<file path="src/design/dcp_pkg.sv">
// constants and types shared by both ends of the calibration pattern readout link
// Behaviour
// - controller enables mode via third mode register, A2=1
// - controller idles all banks before enabling
// - enabled mode routes reads to pattern register
// - only reads allowed until disable with A2=0
// - read-with-precharge acts as plain read
// - no power-down, self-refresh or other commands
// - device honours reset while mode enabled
// - disabled mode: reads and writes use array
// - byte-wide: pin zero carries bit, others copy/zero
// - 16-bit: both lanes bit zero carry pattern
// - controller drives column bits one,zero as zero
// - eight-beat bursts need column bit two zero
// - chop four: bit two picks lower/upper half
// - bank and other column bits are ignored
// - burst chop per command or by mode register
// - pattern reads keep normal read latency
// - controller reads only after loop lock
// - location zero returns alternating zero-one pattern
// - beat zero is LSB, beat seven MSB
// - third register selected by bank bits 011
// - location select ignored while mode disabled
// - address bits three up written zero
package dcp_pkg;
  localparam int DQ_W = 16;
  localparam int ADDR_W = 16;
  localparam int BA_W = 3;
  localparam int BEATS = 8;
  localparam int RD_LAT = 5;
  localparam int ARRAY_WORDS = 16;
  localparam logic [2:0] BA_MR3 = 3'h3;
  localparam logic [2:0] BA_MR0 = 3'h0;
  localparam int MR3_EN_BIT = 2;
  localparam int MR0_BL_LSB = 0;
  localparam logic [1:0] BL_FIXED8 = 2'h0;
  localparam logic [1:0] BL_OTF = 2'h1;
  localparam logic [1:0] BL_FIXED4 = 2'h2;
  localparam int AP_BIT = 10;
  localparam int BC_BIT = 12;
  localparam logic [1:0] LOC_PATTERN = 2'h0;
  localparam logic [7:0] PATTERN_LOC0 = 8'hAA;
  localparam logic [7:0] PATTERN_RSVD = 8'h00;
  localparam logic [1:0] MR3_RST = 2'h0;
  localparam logic [2:0] CMD_NOP = 3'h7;
  typedef enum logic [2:0] {
    DCP_MRS = 3'h0,
    DCP_REF = 3'h1,
    DCP_PRE = 3'h2,
    DCP_ACT = 3'h3,
    DCP_WR = 3'h4,
    DCP_RD = 3'h5,
    DCP_ZQ = 3'h6,
    DCP_NOP = 3'h7
  } dcp_cmd_e;
endpackage : dcp_pkg

</file>
<file path="src/design/dcp_if.sv">
// command, address and data link between controller and device
interface dcp_if;
  import dcp_pkg::*;
  logic cmd_valid;
  dcp_cmd_e cmd;
  logic [BA_W-1:0] ba;
  logic [ADDR_W-1:0] addr;
  logic [DQ_W-1:0] wdata;
  logic [DQ_W-1:0] rdata;
  logic rdata_valid;
  logic dll_locked;
  modport device (input cmd_valid, cmd, ba, addr, wdata, output rdata, rdata_valid, dll_locked);
  modport ctrl (output cmd_valid, cmd, ba, addr, wdata, input rdata, rdata_valid, dll_locked);
endinterface : dcp_if

</file>
<file path="src/design/dcp_beat_gen.sv">
// serialises one burst of pattern or array data with fixed read latency
module dcp_beat_gen
  import dcp_pkg::*;
(
  // clock and reset
  input wire logic clk,
  input wire logic rst_n,
  // launch
  input wire logic start,
  input wire logic chop,
  input wire logic upper_half,
  input wire logic pattern_mode,
  input wire logic [7:0] pattern,
  input wire logic [DQ_W-1:0] array_word,
  // output
  output logic [DQ_W-1:0] dq,
  output logic dq_valid
);
  logic [RD_LAT-1:0] lat_q;
  logic [3:0] left_q;
  logic [2:0] beat_q;
  logic pmode_q;
  logic [7:0] pat_q;
  logic [DQ_W-1:0] word_q;
  logic [RD_LAT-1:0] chop_p_q;
  logic [RD_LAT-1:0] up_p_q;
  logic chop_l;
  logic up_l;

  // latency pipe: pattern reads use the same latency as array reads
  always_ff @(posedge clk or negedge rst_n) begin
    if (!rst_n) begin
      lat_q <= '0;
    end else begin
      lat_q <= {lat_q[RD_LAT-2:0], start};
    end
  end

  always_ff @(posedge clk or negedge rst_n) begin
    if (!rst_n) begin
      pmode_q <= 1'b0;
      pat_q <= 8'h00;
      word_q <= '0;
    end else if (start) begin
      pmode_q <= pattern_mode;
      pat_q <= pattern;
      word_q <= array_word;
    end
  end

  // burst counter; chop starts at beat four for the upper nibble
  always_ff @(posedge clk or negedge rst_n) begin
    if (!rst_n) begin
      left_q <= 4'h0;
      beat_q <= 3'h0;
    end else if (lat_q[RD_LAT-1]) begin
      left_q <= chop_l ? 4'h4 : 4'h8;
      beat_q <= (chop_l && up_l) ? 3'h4 : 3'h0;
    end else if (left_q != 4'h0) begin
      left_q <= left_q - 4'h1;
      beat_q <= beat_q + 3'h1;
    end
  end

  // chop and half must be kept for the latency too
  always_ff @(posedge clk or negedge rst_n) begin
    if (!rst_n) begin
      chop_p_q <= '0;
      up_p_q <= '0;
    end else begin
      chop_p_q <= {chop_p_q[RD_LAT-2:0], chop};
      up_p_q <= {up_p_q[RD_LAT-2:0], upper_half};
    end
  end
  assign chop_l = chop_p_q[RD_LAT-1];
  assign up_l = up_p_q[RD_LAT-1];

  // data register; in pattern mode every dq bit copies the pattern bit on both lanes
  always_ff @(posedge clk or negedge rst_n) begin
    if (!rst_n) begin
      dq <= '0;
      dq_valid <= 1'b0;
    end else begin
      dq_valid <= (left_q != 4'h0);
      if (left_q == 4'h0) begin
        dq <= '0;
      end else if (pmode_q) begin
        dq <= {DQ_W{pat_q[beat_q]}};
      end else begin
        dq <= word_q ^ {{(DQ_W-3){1'b0}}, beat_q};
      end
    end
  end
endmodule : dcp_beat_gen

</file>
<file path="src/design/dcp_device.sv">
// dram end: mode registers, pattern readout and a small array
module dcp_device
  import dcp_pkg::*;
(
  // clock and reset
  input wire logic CLK_SYS,
  input wire logic RESETN,
  // link
  dcp_if.device LINK,
  // status
  output logic PATTERN_MODE,
  output logic [1:0] PATTERN_LOCATION_SELECT
);
  logic [1:0] mr3_q;
  logic mr3_en_q;
  logic [1:0] bl_q;
  logic [DQ_W-1:0] mem_q [ARRAY_WORDS];
  logic is_rd;
  logic chop;
  logic [7:0] pat;
  logic [3:0] idx;

  assign LINK.dll_locked = RESETN;
  assign idx = LINK.addr[6:3];
  assign is_rd = LINK.cmd_valid && (LINK.cmd == DCP_RD);

  // mode registers; reset still clears the pattern mode
  always_ff @(posedge CLK_SYS or negedge RESETN) begin
    if (!RESETN) begin
      mr3_en_q <= 1'b0;
      mr3_q <= MR3_RST;
      bl_q <= BL_FIXED8;
    end else if (LINK.cmd_valid && LINK.cmd == DCP_MRS) begin
      if (LINK.ba == BA_MR3) begin
        mr3_en_q <= LINK.addr[MR3_EN_BIT];
        mr3_q <= LINK.addr[1:0];
      end else if (LINK.ba == BA_MR0) begin
        bl_q <= LINK.addr[MR0_BL_LSB +: 2];
      end
    end
  end

  // location select only matters while enabled
  assign pat = (mr3_q == LOC_PATTERN) ? PATTERN_LOC0 : PATTERN_RSVD;
  assign chop = (bl_q == BL_FIXED4) || (bl_q == BL_OTF && !LINK.addr[BC_BIT]);

  // writes only reach the array in normal mode
  always_ff @(posedge CLK_SYS) begin
    if (LINK.cmd_valid && LINK.cmd == DCP_WR && !mr3_en_q) begin
      mem_q[idx] <= LINK.wdata;
    end
  end

  // auto precharge bit, bank and column bits other than bit two are not looked at in pattern mode
  dcp_beat_gen u_gen (
    .clk(CLK_SYS),
    .rst_n(RESETN),
    .start(is_rd),
    .chop(chop),
    .upper_half(LINK.addr[2]),
    .pattern_mode(mr3_en_q),
    .pattern(pat),
    .array_word(mem_q[idx]),
    .dq(LINK.rdata),
    .dq_valid(LINK.rdata_valid)
  );

  assign PATTERN_MODE = mr3_en_q;
  assign PATTERN_LOCATION_SELECT = mr3_q;
endmodule : dcp_device

</file>
<file path="src/flat_wrapper.sv">
// flat-port wrapper written by rule: the top's interface ports become plain ports
module dcp_device_flat import dcp_pkg::*;
  (CLK_SYS, RESETN, PATTERN_MODE, PATTERN_LOCATION_SELECT, LINK_cmd_valid, LINK_cmd, LINK_ba, LINK_addr, LINK_wdata, LINK_rdata, LINK_rdata_valid, LINK_dll_locked);
  dcp_if LINK_i ();
  input wire logic CLK_SYS;
  input wire logic RESETN;
  output logic PATTERN_MODE;
  output logic [1:0] PATTERN_LOCATION_SELECT;
  input wire logic [$bits(LINK_i.cmd_valid)-1:0] LINK_cmd_valid;
  input wire logic [$bits(LINK_i.cmd)-1:0] LINK_cmd;
  input wire logic [$bits(LINK_i.ba)-1:0] LINK_ba;
  input wire logic [$bits(LINK_i.addr)-1:0] LINK_addr;
  input wire logic [$bits(LINK_i.wdata)-1:0] LINK_wdata;
  output wire logic [$bits(LINK_i.rdata)-1:0] LINK_rdata;
  output wire logic [$bits(LINK_i.rdata_valid)-1:0] LINK_rdata_valid;
  output wire logic [$bits(LINK_i.dll_locked)-1:0] LINK_dll_locked;
  assign LINK_i.cmd_valid = LINK_cmd_valid;
  assign LINK_i.cmd = LINK_cmd;
  assign LINK_i.ba = LINK_ba;
  assign LINK_i.addr = LINK_addr;
  assign LINK_i.wdata = LINK_wdata;
  assign LINK_rdata = LINK_i.rdata;
  assign LINK_rdata_valid = LINK_i.rdata_valid;
  assign LINK_dll_locked = LINK_i.dll_locked;
  dcp_device u_core (.CLK_SYS(CLK_SYS), .RESETN(RESETN), .LINK(LINK_i), .PATTERN_MODE(PATTERN_MODE), .PATTERN_LOCATION_SELECT(PATTERN_LOCATION_SELECT));
endmodule
</file>
<file path="config.mk">
export PLATFORM = sky130hd
export DESIGN_NAME = dcp_device_flat
export DESIGN_NICKNAME = d
export VERILOG_FILES = /design/src/design/dcp_pkg.sv /design/src/design/dcp_if.sv /design/src/design/dcp_beat_gen.sv /design/src/design/dcp_device.sv /design/src/flat_wrapper.sv
export SDC_FILE = /design/constraint.sdc
export NUM_CORES = 1
export LEC_CHECK = 0
export BUFFER_PORTS_ARGS = -buffer_cell sky130_fd_sc_hd__buf_2
export CORE_MARGIN = 3
export CORE_UTILIZATION = 55
export CTS_CLUSTER_SIZE = 8
export DETAILED_ROUTE_END_ITERATION = 12
export PLACE_DENSITY = 0.87
export SLEW_MARGIN = 20
export SYNTH_ARGS = -nofsm -noshare
export SYNTH_HDL_FRONTEND = slang
export SYNTH_SLANG_ARGS = --single-unit
</file>
<file path="constraint.sdc">
create_clock -name CLK_SYS -period 2.3 [get_ports CLK_SYS]
set_input_delay 0.23 -clock CLK_SYS [delete_from_list [all_inputs] [get_ports CLK_SYS]]
set_output_delay 0.23 -clock CLK_SYS [all_outputs]
set_load 0.01 [all_outputs]
</file>
**After elaboration in Yosys (flattened, before gate mapping)**

Memory sizes are Yosys's and may differ from the RTL's. A register that Yosys moved wholly into a read port is not among the register bits.
Index checks and enable logic that the tools add are counted.

- Add/subtract/negate cells: 2
- Magnitude comparators: 1
- Eq/ne operators: 5
- Multiplexer cells: 13
- Bitwise gates (word level): 2
- Reductions and logical operators: 18

Operators by type and width:

| operator | count |
|---|---|
| 16-bit two-way mux | 2 |
| 16-bit by 3-bit XOR with 16-bit output | 1 |
| 4-bit two-way mux | 3 |
| 3-bit two-way mux | 3 |
| 8-bit two-way mux | 1 |
| 3-bit equality test (second input constant) | 2 |
| 1-bit logical AND | 6 |
| 3-bit zero test | 2 |
| 4-bit zero test | 1 |
| 3-bit by 4-bit less-than comparator with 1-bit output (second input constant) | 1 |
| 4-bit nonzero test | 1 |
| 4-bit by 1-bit subtractor with 4-bit output (second input constant) | 1 |
| 3-bit by 1-bit adder with 3-bit output (second input constant) | 1 |
| 1-bit binary-select mux with 3-bit select | 1 |
| 3-bit by 2-bit equality test with 1-bit output (second input constant) | 1 |
| 1-bit zero test | 3 |
| 1-bit two-way mux | 3 |
| 3-bit AND reduction | 1 |
| 2-bit by 1-bit equality test with 1-bit output (second input constant) | 1 |
| 2-bit equality test (second input constant) | 1 |
| 2-bit zero test | 1 |
| 2-bit AND reduction | 1 |
| 2-bit nonzero test | 1 |
| 1-bit logical OR | 1 |
| 1-bit inverter | 1 |

- Register bits: 53
- RAM bits: 256
- Input bits: 41
- Output and inout bits: 21
- Logic and storage cells: 54
- Memories: 1

Memories:

| name | words | bits a word | rd ports | clocked after Yosys merged registers in | write ports | RTL line | text |
|---|---|---|---|---|---|---|---|
| u_core.mem_q | 16 | 16 | 1 | 1 | 1 | dcp_device.sv:17 | `logic [DQ_W-1:0] mem_q [ARRAY_WORDS];` |

**Depth between registers and ports, before layout**

- Depth in word-level cells: 5
- Gate-level depth with buffers: 8
- Gate-level depth less buffers: 7

**By module**

A second synthesis with hierarchy kept.

- Cell total of the unflattened synthesis: 631
- Area total of the unflattened synthesis: 12428.2 µm²

By module, submodules not included:

| module | times used | cells an instance | area each (µm²) | seq. area each (µm²) |
|---|---|---|---|---|
| dcp_device | 1 | 447 | 10034.6 | 7812.5 |
| dcp_beat_gen | 1 | 184 | 2393.5 | 1601.5 |

**Worst setup path after synthesis**

No wires, ideal clock.

- Path kind: input -> register
- Start: in LINK_cmd[1]
- End: mem u_core.mem_q[3][0], enable pin
- Library setup time: 0.409 ns
- Data arrival time: 2.159 ns
- Required time: 1.891 ns
- Slack: -0.268 ns
- Stages on the path: 4
- Buffers on the path: 0
- Path through: or3b_1 nor2_1 nand4_1 nor3_1

- Longest elaborated chain between the ends: 5

Ends and longest elaborated chain:

| element | RTL line | text |
|---|---|---|
| start, declared | flat_wrapper.sv:10 | `input wire logic [$bits(LINK_i.cmd)-1:0] LINK_cmd;` |
| 3-bit equality test | dcp_device.sv:49 | `if (LINK.cmd_valid && LINK.cmd == DCP_WR && !mr3_en_q) begin` |
| 1-bit logical AND (2 in series) | dcp_device.sv:49 |  |
| 1-bit two-way mux | dcp_device.sv:49 |  |
| 1-bit two-way mux (not written as such) | dcp_device.sv:50 | `mem_q[idx] <= LINK.wdata;` |
| end, declared | dcp_device.sv:17 |  |

Every way passes these cells.

**Worst setup path in the final report**

- Start: reg u_core.mr3_en_q, in the netlist u_core.PATTERN_MODE
- End: mem u_core.mem_q[12][14], enable pin

- Longest elaborated chain between the ends: 4

Ends and longest elaborated chain:

| element | RTL line | text |
|---|---|---|
| start, declared | dcp_device.sv:15 | `logic mr3_en_q;` |
| start signal, assigned | dcp_device.sv:35 | `mr3_en_q <= LINK.addr[MR3_EN_BIT];` |
| 1-bit zero test | dcp_device.sv:49 |  |
| 1-bit logical AND | dcp_device.sv:49 |  |
| 1-bit two-way mux | dcp_device.sv:49 |  |
| 1-bit two-way mux (not written as such) | dcp_device.sv:50 |  |

Every way passes these cells.

==> results.txt <==
----------------------------------------------------
[Routing]
  Post-DR wirelength/cell ... 24.52 um
  Number of vias per cell ... 6.166
  Number of vias after detailed routing ... 6875
  Length of the first detailed-routing pass in iterations ... 6
  First-iteration detailed-routing DRC count ... 738
  Count of antenna-violating nets left after detailed routing ... 0
  Wirelength, routed ... 27.34 mm
  Remaining routing DRC violations ... 0

[Timing]
  RSZ-0062 raised after global routing ... no
  Least-Margin Pin Slew ... 0.8293 ns
  Clock skew ... 0.01860 ns
  Max Fclk ... 541.9 MHz
  Max-slew headroom at the worst pin ... 44.72%
  Final min period ... 1.845 ns
  Hold violation total from the final report ... 0
  Final max-slew violation count ... 0
  Smallest setup slack after layout ... 0.4546 ns
  Final setup violating endpoints ... 0
  Setup_tns ... 0 ns
  Part of the cycle the worst path needs ... 80.23%

[Cells and area]
  Most common library cell in the layout ignoring fill and taps ... edfxtp_1
  Layout-stage area growth over the synthesis result ... 17.53%
  N_diodes ... 0
  Commonest cells after routing, fill and taps aside ... edfxtp_1, mux2i_1, dfrtp_1
  Share of final-layout standard cells stronger than drive strength 1 ... 20.95%
  Final net count ... 850
  Utilization after layout ... 66.90%

[Clock tree]
  TritonCTS Buffers ... 45
  Clock tree buffer depth ... 3
  Total of cells resized after clock tree synthesis ... 0
  Clock root buffer master ... clkbuf_16
  CTS clock-pin slew for the worst setup and hold paths ... 0.05 ns
  CTS tree ... built
  Post-CTS setup repair buffer count ... 0
  Latest clock arrival within the worst-skew pair ... 0.54 ns
  Number of levels the H-tree was split into ... 2
  Sinks on the clock net ... 318

[Power and ir drop]
  Worst IR Drop VDD ... 575.6 uV
  Leakage power ... 5.281 nW
  Ratio of total power to cell area ... 981.9 mW/mm^2

[Logic synthesis]
  Synthesis warning total ... 0
  Average cell area after synthesis ... 17.67 um^2
  Area of the mapped netlist ... 0.01219 mm^2
  Synthesis-stage register bit count ... 318
  Mapped Nets ... 734
  Count of cell types in the netlist ... 42
  Sequential cell area fraction in the yosys report ... 75.78%
  Synth Instances ... 690

[Setup path]
  Worst Setup End Kind ... flip-flop
  Reg2reg setup slack ... 0.45 ns
  Worst path max stage delay ... 0.41 ns
  Number of cells on the worst reg-to-reg path ... 5
  Worst Path Class, Setup ... flip-flop to flip-flop
  Peak fanout along the critical path ... 10
  FF-to-FF Start ... u_core.PATTERN_MODE
  CP Cell Sequence ... nor2_1, buf_4, nand4bb_1, nor2_1, buf_4
  Worst reg2reg endpoint ... u_core.mem_q[12][14]
  CP Launch Type ... flip-flop
  Worst Path Required ... 2.52 ns
  Worst EP arrival ... 2.07 ns
  CP max stage cell ... dfrtp_1

[Global routing]
  Global Route Usage Sum ... 22.83%
  GR Util met1 ... 30.46%
  Number of antenna violations at the first check in global routing ... 0
  Gr ovfl total ... 0
  Largest net degree at the start of global routing ... 63
  Global-route wire length before repair ... 41.34 mm
  Global-route met3 utilization ... 4.701%
  Number of global-route vias before repair ... 7084
  Peak-usage layer in the global routing report ... met2
  Met2 track utilization from global routing ... 38.04%

[Die]
  Floorplan die height ... 154.9 um
  Count of pins on the block boundary ... 62
  Die extent in x ... 154.9 um
  Standard-cell rows ... 53
  Core ar. ... 0.02142 mm^2
  Initial core utilization ... 56.92%
  Die footprint ... 0.02399 mm^2

[Min path]
  Worst min path class ... input port to flip-flop
  Critical hold path startpoint ... LINK_ba[2]
  Worst Hold Depth ... 4
  End point of the most critical hold path ... u_core.bl_q[1]

[Placed design]
  DPL Wire Length ... 16.18 mm
  Final weighted congestion in routability-driven placement ... 0.8286
  Number of port buffers ... 53
  Pre-CTS setup slack ... 0.1606 ns

[Outcome]
  Run status ... finished, final reports clean

[Flow run]
  Count of maximum capacitance violations ... 0

----------------------------------------------------
## power by group
| group | internal (W) | switching (W) | total [W] |
|---|---|---|---|
| clock | 0.00373 | 0.00229 | 0.00602 |
| combinational | 0.000549 | 0.000744 | 0.00129 |
| sequential | 0.00656 | 0.000200 | 0.00676 |
| total | 0.0108 | 0.00324 | 0.0141 |
## routing by layer
layer | vias to the layer above | wire (um)
li1 | 2934 | -
met1 | 3447 | 10430
met2 | 427 | 13740
met3 | 67 | 2517
met4 | 0 | 644
met5 | - | 0
## worst max path at each step
stage,startpoint,endpoint,slack [ns],depth (start not counted)
3_5_place_dp,LINK_cmd[1],u_core.mem_q[12][9],0.16,7
5_1_grt,u_core.u_gen.left_q[0],u_core.u_gen.beat_q[2],0.37,7
2_1_floorplan,LINK_cmd[1],u_core.mem_q[15][0],0.15,4
6_report,u_core.PATTERN_MODE,u_core.mem_q[12][14],0.45,5
3_3_place_gp,LINK_cmd[1],u_core.mem_q[11][7],0.24,7
4_1_cts,u_core.PATTERN_MODE,u_core.mem_q[12][2],0.45,5
## Yosys cell counts, drive strengths merged
master   instances  share of area, %
or3              2              0.10
inv              3             0.092
nor3             6              0.29
dfrtp           62                13
a211oi           2              0.12
nand2b           3              0.15
o31ai            1             0.062
o21ai            7              0.29
edfxtp         256                63
nand4bb          1             0.092
clkbuf           9              0.28
buf             31               2.1
a2bb2oi         10              0.72
nor2            50               1.5
mux2i           97               8.0
o22ai           32               1.6
and2             1             0.051
a21oi            3              0.12
nor3b            1              0.10
xnor2            3              0.22
nand4b           2              0.14
and4b            1             0.082
mux4            16               3.0
xor2             4              0.29
a221oi           6              0.43
ha               3              0.31
a31oi           16              0.82
nand3           13              0.53
nand2           17              0.52
nand4            1             0.051
mux2             7              0.65
nand3b           3              0.18
nor2b            1             0.051
or3b             4              0.29
o21a            16              0.99
## metrics by stage
step	hold WS, ns	cell area (um^2)	std cells	total power, W
2_1_floorplan	-0.06559	12210	690	0.007595
3_3_place_gp	0.3340	12970	1029	0.008038
3_5_place_dp	0.3364	12970	1029	0.008103
4_1_cts	0.07971	14330	1115	0.01415
5_1_grt	0.09369	14330	1115	0.01454
6_report	0.09456	14330	1115	0.01407
## registers in the layout, indices dropped and copies added, names as in the netlist
signal and flops:
u_core.u_gen.dq 16, u_core.PATTERN_LOCATION_SELECT 2, u_core.u_gen.dq_valid 1, u_core.u_gen.pat_q 1, u_core.u_gen.left_q 4, u_core.u_gen.up_p_q 5, u_core.u_gen.lat_q 5, u_core.PATTERN_MODE 1
u_core.u_gen.word_q 16, u_core.mem_q 256, u_core.u_gen.beat_q 3, u_core.u_gen.pmode_q 1, u_core.u_gen.chop_p_q 5, u_core.bl_q 2
## logic make-up after synthesis
kind of cell	share of synthesized area, %
AND/OR/NAND/NOR	4.187
adder cells (fa/ha/maj)	0.3079
buffers and inverters	2.463
AO/OA/AOI/OAI	5.193
multiplexers	11.57
XOR/XNOR	0.5029
flip-flops	75.78
## critical path, delay by kind of cell (launching register included)
| family | cells | cell delay [ns] |
|---|---|---|
| buf+inv | 2 | 0.42 |
| flops | 1 | 0.41 |
| simple gates | 3 | 0.71 |
## layout make-up
cell class | count | area [um^2]
clock inverters | 3 | 40.04
clock buffers | 78 | 1271
well taps | 275 | 344.1
repair buffers | 109 | 750.7
inverters | 3 | 11.26
multi-input cells | 329 | 2673
flip-flops and latches | 318 | 9239
fillers | 1319 | 7091
## repair_timing
action	CTS	global route
endpoints found under the setup margin	0	0
endpoints found under the hold margin	69	0
hold buffers	5	0
Power figures use the tool's default switching activity.
